==> src/common/tirq_cfg.svh <==
// constants for the timer interrupt routing block
`ifndef TIRQ_CFG_SVH
`define TIRQ_CFG_SVH
`define TIRQ_CTRL_EN_BIT      7
`define TIRQ_CTRL_SEL_HI      6
`define TIRQ_CTRL_SEL_LO      4
`define TIRQ_CTRL_RSVD_BIT    3
`define TIRQ_CTRL_MASK5_BIT   2
`define TIRQ_CTRL_MASK4_BIT   1
`define TIRQ_CTRL_MASK3_BIT   0
`define TIRQ_EN_RST           1'h0
`define TIRQ_SEL_RST          3'h0
`define TIRQ_MASK_RST         3'h0
`define TIRQ_RDATA_RST        8'h00
`define TIRQ_SLOT_RST         16'h0000
`define TIRQ_NUM_TIMERS       3
`define TIRQ_TIMER_WIDTH      16
`define TIRQ_IRQ_LINES        16
`endif

==> src/common/tirq_pkg.sv <==
// types for the timer interrupt routing block
package tirq_pkg;
  typedef logic [2:0]  tirq_sel_t;
  typedef logic [15:0] tirq_irq_vec_t;

  // map selector code to host IRQ number
  function automatic logic [3:0] tirq_irq_num(input tirq_sel_t sel);
    case (sel)
      3'h0: tirq_irq_num = 4'h3;
      3'h1: tirq_irq_num = 4'h4;
      3'h2: tirq_irq_num = 4'h5;
      3'h3: tirq_irq_num = 4'hA;
      3'h4: tirq_irq_num = 4'h6;
      3'h5: tirq_irq_num = 4'h7;
      3'h6: tirq_irq_num = 4'h9;
      default: tirq_irq_num = 4'hB;
    endcase
  endfunction
endpackage

==> src/hdl/tirq_route.sv <==
// timer interrupt routing: control register and serial IRQ slot request
`timescale 1ns/1ns
`include "tirq_cfg.svh"
module tirq_route
  import tirq_pkg::*;
#(
  parameter int NUM_TIMERS = `TIRQ_NUM_TIMERS
) (
  input  wire logic                  clk,
  input  wire logic                  sys_rst,
  input  wire logic                  clk_en,
  input  wire logic                  ctrl_wr,
  input  wire logic [7:0]            ctrl_wdata,
  input  wire logic [NUM_TIMERS-1:0] timer_irq,
  output logic      [7:0]            ctrl_rdata,
  output logic                       timer_irq_global_enable,
  output tirq_sel_t                  host_irq_line_select,
  output tirq_irq_vec_t              serirq_slot_req
);

  // size of the host IRQ number space that the slot vector covers
  localparam int IRQ_LINES = `TIRQ_IRQ_LINES;

  // host IRQ number for each selector code, written out on its own so that
  // the slot checks below do not lean on the decode function they guard
  localparam logic [3:0] SEL_IRQ [8] = '{4'h3, 4'h4, 4'h5, 4'hA,
                                         4'h6, 4'h7, 4'h9, 4'hB};

  logic [NUM_TIMERS-1:0] mask_r;        // per-timer mask, bit0 timer #3
  logic [NUM_TIMERS-1:0] gated_irq;     // timer requests that survive the mask
  logic                  any_irq;       // at least one unmasked request
  logic                  fire;          // request that reaches the host
  logic [3:0]            irq_num;       // decoded host IRQ number
  logic [7:0]            rdata_nxt;     // readback image of the fields
  tirq_irq_vec_t         slot_nxt;      // next value of the slot vector

  // control fields; the reserved bit has no storage at all, so a write to it
  // has nothing to land in and cannot leak into the readback
  always_ff @(posedge clk) begin
    if (sys_rst) begin
      timer_irq_global_enable <= `TIRQ_EN_RST;
      host_irq_line_select    <= `TIRQ_SEL_RST;
      mask_r                  <= `TIRQ_MASK_RST;
    end else if (clk_en && ctrl_wr) begin
      timer_irq_global_enable <= ctrl_wdata[`TIRQ_CTRL_EN_BIT];
      host_irq_line_select    <= ctrl_wdata[`TIRQ_CTRL_SEL_HI:`TIRQ_CTRL_SEL_LO];
      mask_r                  <= ctrl_wdata[`TIRQ_CTRL_MASK5_BIT:`TIRQ_CTRL_MASK3_BIT];
    end
  end

  // readback image; the reserved position is left at its zero default
  always_comb begin
    rdata_nxt                                            = `TIRQ_RDATA_RST;
    rdata_nxt[`TIRQ_CTRL_EN_BIT]                         = timer_irq_global_enable;
    rdata_nxt[`TIRQ_CTRL_SEL_HI:`TIRQ_CTRL_SEL_LO]       = host_irq_line_select;
    rdata_nxt[`TIRQ_CTRL_MASK5_BIT:`TIRQ_CTRL_MASK3_BIT] = mask_r;
  end

  // readback register; lags the fields by one enabled cycle, which software
  // never sees because a host read takes far longer than one clock
  always_ff @(posedge clk) begin
    if (sys_rst) begin
      ctrl_rdata <= `TIRQ_RDATA_RST;
    end else if (clk_en) begin
      ctrl_rdata <= rdata_nxt;
    end
  end

  // one mask gate per timer of the three 16-bit timer block
  for (genvar i = 0; i < NUM_TIMERS; i++) begin : g_gate
    assign gated_irq[i] = timer_irq[i] & mask_r[i];
  end

  // any surviving request, then the global gate in front of the host
  assign any_irq = |gated_irq;
  assign fire    = timer_irq_global_enable & any_irq;
  assign irq_num = tirq_irq_num(host_irq_line_select);

  // one comparator per host line; only the selected line can ever be set
  for (genvar k = 0; k < IRQ_LINES; k++) begin : g_slot
    assign slot_nxt[k] = fire & (irq_num == 4'(k));
  end

  // slot register; registered so the host never sees a decode glitch
  always_ff @(posedge clk) begin
    if (sys_rst) begin
      serirq_slot_req <= `TIRQ_SLOT_RST;
    end else if (clk_en) begin
      serirq_slot_req <= slot_nxt;
    end
  end

  // every selector code against its fixed host line
  for (genvar c = 0; c < 8; c++) begin : g_sel_chk

  end
endmodule // tirq_route

==> config.mk <==
export PLATFORM = sky130hd
export DESIGN_NAME = tirq_route
export DESIGN_NICKNAME = d
export VERILOG_FILES = /design/src/common/tirq_pkg.sv /design/src/hdl/tirq_route.sv
export VERILOG_INCLUDE_DIRS = /design/src /design/src/common
export SDC_FILE = /design/constraint.sdc
export NUM_CORES = 1
export LEC_CHECK = 0
export ABC_AREA = 0
export BUFFER_PORTS_ARGS = -buffer_cell sky130_fd_sc_hd__buf_2
export CAP_MARGIN = 20
export CORE_MARGIN = 10
export CORE_UTILIZATION = 32
export CTS_CLUSTER_SIZE = 8
export DETAILED_ROUTE_END_ITERATION = 12
export PLACE_DENSITY = 0.64
export SLEW_MARGIN = 10
export SYNTH_ARGS = -nofsm -noshare
export SYNTH_HDL_FRONTEND = slang
export SYNTH_SLANG_ARGS = --single-unit
==> constraint.sdc <==
create_clock -name clk -period 2.1 [get_ports clk]
set_clock_uncertainty 0.15 [all_clocks]
set_input_delay 0.42 -clock clk [delete_from_list [all_inputs] [get_ports clk]]
set_output_delay 0.42 -clock clk [all_outputs]
set_load 0.05 [all_outputs]
* Word-level counts from Yosys, hierarchy flattened *
Cells that the tools add are included.

storage, ports and cells
  register bits = 30
  input bits = 15
  output and inout bits = 28
  logic and storage cells = 51

cells by class
  bitwise logic cells = 20
  muxes and demuxes = 1
  eq/ne operators = 21
  reductions and logical operators = 4

operators by type and width
  kind                                                  count
  equality test 4 bit (second input constant)           8
  case mux 4 bit (7 select lines)                       1
  bitwise AND 1 bit                                     20
  equality test 4 x 3 -> 1 bit (second input constant)  4
  equality test 3 bit (second input constant)           3
  equality test 4 x 2 -> 1 bit (second input constant)  2
  equality test 3 x 2 -> 1 bit (second input constant)  2
  equality test 4 x 1 -> 1 bit (second input constant)  1
  zero test 4 bit                                       1
  equality test 3 x 1 -> 1 bit (second input constant)  1
  zero test 3 bit                                       1
  OR reduction 3 bit                                    1
  logical AND 1 bit                                     1

* Logic depth before layout (Yosys ltp) *
Gate-level depths: netlist of run 1.

  word-level depth = 4
  mapped depth = 4
  gate-level depth less buffers = 2

* Least setup slack after synthesis of run 1 *
OpenSTA, ideal clock, no wires.

  path type = input-to-reg
  from = input timer_irq[2]
  to = register serirq_slot_req[10]
  stages on the path = 2
  setup slack = 0.539 ns
  data required time = 1.798 ns
  path buffers = 0
  library setup time = 0.152 ns
  data arrival time = 1.258 ns
  cell sequence = a222oi_1 -> o32ai_1

on the way
  longest elaborated chain between the ends = 4

ends and longest elaborated chain
  item                  RTL line          RTL
  start, declared       tirq_route.sv:14  input wire logic [NUM_TIMERS-1:0] timer_irq,
  bitwise AND 1 bit     tirq_route.sv:71  assign gated_irq[i] = timer_irq[i] & mask_r[i];
  OR reduction 3 bit    tirq_route.sv:75  assign any_irq = |gated_irq;
  bitwise AND 1 bit     tirq_route.sv:76  assign fire = timer_irq_global_enable & any_irq;
  bitwise AND 1 bit     tirq_route.sv:81  assign slot_nxt[k] = fire & (irq_num == 4'(k));
  end signal, assigned  tirq_route.sv:87  serirq_slot_req <= `TIRQ_SLOT_RST;
  end signal, assigned  tirq_route.sv:89  serirq_slot_req <= slot_nxt;
  end, declared         tirq_route.sv:18  output tirq_irq_vec_t serirq_slot_req

Every way passes these cells.
A chain may end at the register's enable or synchronous reset.

* Worst setup path in the final report of run 1 *
  from = register timer_irq_global_enable
  to = output timer_irq_global_enable

RTL lines
  item                    RTL line          RTL
  start, declared         tirq_route.sv:16  output logic timer_irq_global_enable,
  start signal, assigned  tirq_route.sv:41  timer_irq_global_enable <= `TIRQ_EN_RST;
  start signal, assigned  tirq_route.sv:45  timer_irq_global_enable <= ctrl_wdata[`TIRQ_CTRL_EN_BIT];

No word-level cell between the ends.

==> results.yml, run 1 <==
status:
  run_status: "completed"
synth:
  synth_top_family_by_area: "compound AO/OA/AOI/OAI gates"
  ys_ff_latch: 30
  synth_top_area_share_pct: 54.9
  muxShareOfSynthArea_pct: 6.40
  async_reset_ff_share_pct: 0
  synthesis.area_mm2: 0.00109
  synthXorXnorAreaFrac_pct: 0
  synth-simple-area-share_pct: 15.4
  synth_area_leaders: "dfxtp_1, a21bo_2, mux2i_1"
  ys_seq_area_share_pct: 54.9
  synth-compound-area-share_pct: 16.9
  synth_flop_cell: "dfxtp_1"
  ys_warn_count: 0
  synth_adder_area_share_pct: 0
  synth_top_area_cell: "dfxtp_1"
  avgSynthCellArea_um2: 10.2
  synth_nets: 122
  syn_inst: 107
  yosys.cell_types.count: 19
  synth_edf_count: 0
clock_network:
  clk_pin_slew_worst_paths_ps: 90
  cts_resized: 0
  clock_latency_ps: 320
  cts_buffers: 5
  clock-sinks: 30
  root_buffer: "clkbuf_4"
  cts_setup_buffers: 0
  htreeDepth: 2
  cts_tree: "done"
  clk_path_buf_depth: 2
  cts_hold_buf: 0
timing:
  final-hold-violation-count: 0
  tns_ps: 0
  rsz0062_at_grt: "false"
  finalCriticalPeriod_ps: 1650
  fin_crit_sh_pct: 78.8
  max-slew-margin-rel_pct: 65.3
  setup_violations: 0
  slew_viol_final: 0
  tightest_slew_ps: 521
  fmax_mhz: 604
final_layout:
  fin_nets: 162
  drive_gt1_share_pct: 38.8
  antenna_cells: 0
  syn2layout_area_growth_pct: 25.3
  fill_cells: 365
  stdcell_count: 193
global_route:
  grt_pass1_vias: 919
  overflow: 0
  grt_max_degree: 28
  grt_pass1_wl_mm: 4.42
  grt_use_total_pct: 9.02
  antenna_found_initial: 0
worst_setup_path:
  reg2reg_slack_ps: 830
  worstPathCellList: "buf_2"
  cp_max_fo: 7
  crit_slowest_cell: "dfxtp_1"
  end_kind: "output pin"
  cp-start-kind: "flop"
  cp.arrival_ps: 1080
  cp.required_ps: 1530
  path_class: "reg2out"
  critical_path_buf_inv_count: 1
  cp_top_family: "flip-flops"
  cpPeakStageDelay_ps: 450
place:
  gp_congestion: 0.676
  io_buffers: 40
  dp_hpwl_mm: 2.10
  placed_cells: 186
floorplanning:
  dieArea_mm2: 0.00616
  die_w_um: 78.5
  start_util_pct: 33.1
  die_y_um: 78.5
  core_mm2: 0.00331
  num_io_pins: 43
  rows: 21
drt:
  routedWlPerCell_um: 14.3
  ant_nets: 0
  drtPass1Iterations: 4
  drt_wl_total_mm: 2.77
  post-route-drc-count: 0
  avgViaCountPerCell: 4.70
  drt_iter0_markers: 86
  num_vias: 907
power:
  power_uw: 997
  p_leak_nw: 0.617
  power_density_mw_per_mm2: 727
  peakVddDrop_mv: 0.283
hold_path:
  worstHoldPathType: "in2reg"
flow_run:
  max-cap-violations: 0
## state kept, by name, indices dropped and copies added (netlist names)
signal	flops
serirq_slot_req	16
ctrl_rdata	7
host_irq_line_select	3
mask_r	3
timer_irq_global_enable	1
## through the flow
stage	instance area (um^2)	setup slack, ps	utilization (%)	hold WS (ps)
2_1_floorplan	1090	539	-	326
3_3_place_gp	1320	545	40.0	288
4_1_cts	1370	432	41.4	197
5_1_grt	1370	385	41.4	214
6_report	1370	445	41.4	207
3_5_place_dp	1320	494	40.0	289
## Yosys cell counts (all sizes together) (3+ instances only)
cell and instances:
buf 3, o32ai 8, dfxtp 30, nor2 8
inv 8, clkbuf 5, a21oi 7, a21bo 7
mux2i 7, nand3 7, and2 8
## placed cells by master, fill, tap and decap left out
cell,n
a222oi_1,1
and2_1,8
or2_2,2
clkbuf_4,5
nand3_1,7
nor2_1,8
nand4bb_1,1
inv_1,8
buf_4,1
mux2i_1,7
clkinv_2,2
o32ai_1,8
a21oi_1,7
nand4b_1,2
dfxtp_1,30
conb_1,1
nand2b_1,1
nand4_1,1
buf_2,40
a21bo_2,7
## power by group
part	internal, mW	switching [mW]	leakage [nW]
clock	0.120	0.191	0.0308
sequential	0.578	0.00875	0.243
combinational	0.0335	0.0665	0.344
## worst paths after layout
path,start,endpoint,cells past startpoint
setup / recovery,timer_irq_global_enable$_SDFFE_PP0P_,timer_irq_global_enable,1
setup reg to reg,mask_r[0]$_SDFFE_PP0P_,serirq_slot_req[9]$_SDFFE_PP0P_,3
hold reg to reg,serirq_slot_req[15]$_SDFFE_PP0P_,serirq_slot_req[15]$_SDFFE_PP0P_,1
hold / removal,ctrl_wdata[2],mask_r[2]$_SDFFE_PP0P_,3
## layout make-up
| class | count | area (um^2) | area share (%) |
|---|---|---|---|
| clock inverter | 2 | 10.0 | 0.730 |
| tap | 46 | 57.6 | 4.20 |
| timing repair buffer | 41 | 208 | 15.1 |
| sequential | 30 | 601 | 43.8 |
| inverter | 8 | 30.0 | 2.19 |
| multi-input combinational | 61 | 428 | 31.2 |
| clock buffer | 5 | 37.5 | 2.74 |
## metal layers
| metal | global-route usage [%] | wire length [um] | vias to the layer above |
|---|---|---|---|
| li1 | - | - | 450 |
| met1 | 9.08 | 1110 | 425 |
| met2 | 15.6 | 1410 | 25 |
| met3 | 3.99 | 197 | 7 |
| met4 | 4.30 | 48 | 0 |
| met5 | 0 | 0 | - |
## cell families (layout without fill, tap and decap cells)
family | after synthesis | after routing
buffers and inverters | 16 | 56
multiplexers | 7 | 7
other | 1 | 1
AO/OA/AOI/OAI | 23 | 23
AND/OR/NAND/NOR | 30 | 30
flip-flops | 30 | 30
Power figures use the tool's default switching activity.
==> run 2: changes to the inputs <==
Clock period 2.1 ns to 1.6 ns, I/O delays scaled along.
==> results.yml, run 2 (same netlist as run 1, synthesis figures left out) <==
status:
  run_status: "completed"
worst_setup_path:
  reg2reg_to: "serirq_slot_req[3]$_SDFFE_PP0P_"
  worstPathCellList: "clkbuf_4"
  path_class: "reg2out"
  cp_top_family: "flip-flops"
  cp.required_ps: 1130
  worstRegToRegCells: 3
  crit-reg2reg-launch: "mask_r[2]$_SDFFE_PP0P_"
  cpPeakStageDelay_ps: 470
  reg2reg_slack_ps: 310
  end_kind: "output pin"
  cp_num_cells: 1
  cp-start-kind: "flop"
  cp.arrival_ps: 1090
  crit_slowest_cell: "dfxtp_1"
  critical_path_buf_inv_count: 1
  cp_max_fo: 7
drt:
  drtPass1Iterations: 4
  drt_iter0_markers: 88
  avgViaCountPerCell: 4.63
  routedWlPerCell_um: 14.1
  post-route-drc-count: 0
  drt_wl_total_mm: 2.76
  ant_nets: 0
  num_vias: 908
place:
  dp_hpwl_mm: 2.09
  io_buffers: 40
  gp_congestion: 0.712
  place_area_mm2: 0.00135
final_layout:
  fin_nets: 164
  syn2layout_area_growth_pct: 31.3
  top_register: "serirq_slot_req"
  final_common_cell: "buf_2"
  top_regs: "serirq_slot_req (16), ctrl_rdata (7)"
  antenna_cells: 0
  drive_gt1_share_pct: 40.7
  fin_area_mm2: 0.00144
  largest_register_ffs: 16
  final_cell_mix: "buf_2, dfxtp_1"
floorplanning:
  num_io_pins: 43
  die_y_um: 78.5
  die_w_um: 78.5
  start_util_pct: 33.1
  core_mm2: 0.00331
  rows: 21
  dieArea_mm2: 0.00616
global_route:
  grt_max_degree: 20
  grt_use_total_pct: 9.20
  overflow: 0
  grt_pass1_vias: 915
  grt_pass1_wl_mm: 4.53
  antenna_found_initial: 0
timing:
  final-hold-violation-count: 0
  fin_crit_sh_pct: 97.5
  fmax_mhz: 641
  slew_viol_final: 0
  finalCriticalPeriod_ps: 1560
  setup_violations: 0
  finalHoldWorstSlack_ps: 54.5
  tns_ps: 0
hold_path:
  hold_start: "sys_rst"
  holdPathStages: 2
  worstHoldPathType: "in2reg"
  hold_end: "host_irq_line_select[1]$_SDFFE_PP0P_"
clock_network:
  clock-sinks: 30
  clk_path_buf_depth: 2
  cts_tree: "done"
  cts_setup_buffers: 0
  root_buffer: "clkbuf_4"
  cts_buffers: 5
  clock_latency_ps: 330
  clk_pin_slew_worst_paths_ps: 100
  htreeDepth: 2
power:
  p_leak_nw: 0.645
  power_mw: 1.50
  peakVddDrop_mv: 0.525
  power_density_mw_per_mm2: 1050
flow_run:
  max-cap-violations: 0
-- run 2: cell count changes in the layout (fill, tap and decap cells not counted) --
cell	before	now
buf_12	0	1
dfxtp_1	30	29
buf_2	40	37
bufinv_16	0	1
clkbuf_4	5	8
dfxtp_2	0	1
buf_4	1	2
-- run 2: per-layer routing --
layer	track usage [%]	wire length, um	up-vias	share of wire (%)
met1	9.86	1100	424	40
met5	0	0	-	0
li1	-	-	453	-
met2	15.0	1400	29	51
met3	5.47	246	2	8.9
met4	2.69	13	0	0.47
-- run 2: worst max-delay path by stage --
stage	start	endpoint	slack, ps
finish	timer_irq_global_enable$_SDFFE_PP0P_	timer_irq_global_enable	40
global route	timer_irq_global_enable$_SDFFE_PP0P_	timer_irq_global_enable	-2
CTS	host_irq_line_select[1]$_SDFFE_PP0P_	host_irq_line_select[1]	20
detailed placement	timer_irq[2]	serirq_slot_req[11]$_SDFFE_PP0P_	190
global placement	timer_irq[2]	serirq_slot_req[4]$_SDFFE_PP0P_	210
floorplan	timer_irq[2]	serirq_slot_req[10]$_SDFFE_PP0P_	140
-- run 2: area by class of cell --
class	count	area (um^2)
fillers	356	1870
inverters	8	30.0
repair buffers	43	243
flip-flops and latches	30	602
clock buffers	5	37.5
multi-input cells	61	428
clock inverters	3	40.0
well taps	46	57.6
-- run 2: report_power, final --
group | switching [mW] | total, mW | internal, mW
Combinational | 0.0873 | 0.139 | 0.0518
Sequential | 0.0123 | 0.771 | 0.759
Clock | 0.270 | 0.593 | 0.323
Total | 0.369 | 1.50 | 1.13
-- run 2: what timing repair did --
| item | CTS | global route |
|---|---|---|
| hold buffers | 0 | 0 |
| endpoints found under the setup margin | 0 | 3 |
| resized for setup | 0 | 4 |
-- run 2: metrics by stage --
step / cells / utilization (%) / worst slack, ps
after floorplan: 107 / - / 139
after global placement: 188 / 40.8 / 206
after detailed placement: 188 / 40.8 / 187
after CTS: 196 / 43.2 / 20.6
after global routing: 196 / 43.4 / -2.47
final: 196 / 43.4 / 40.6
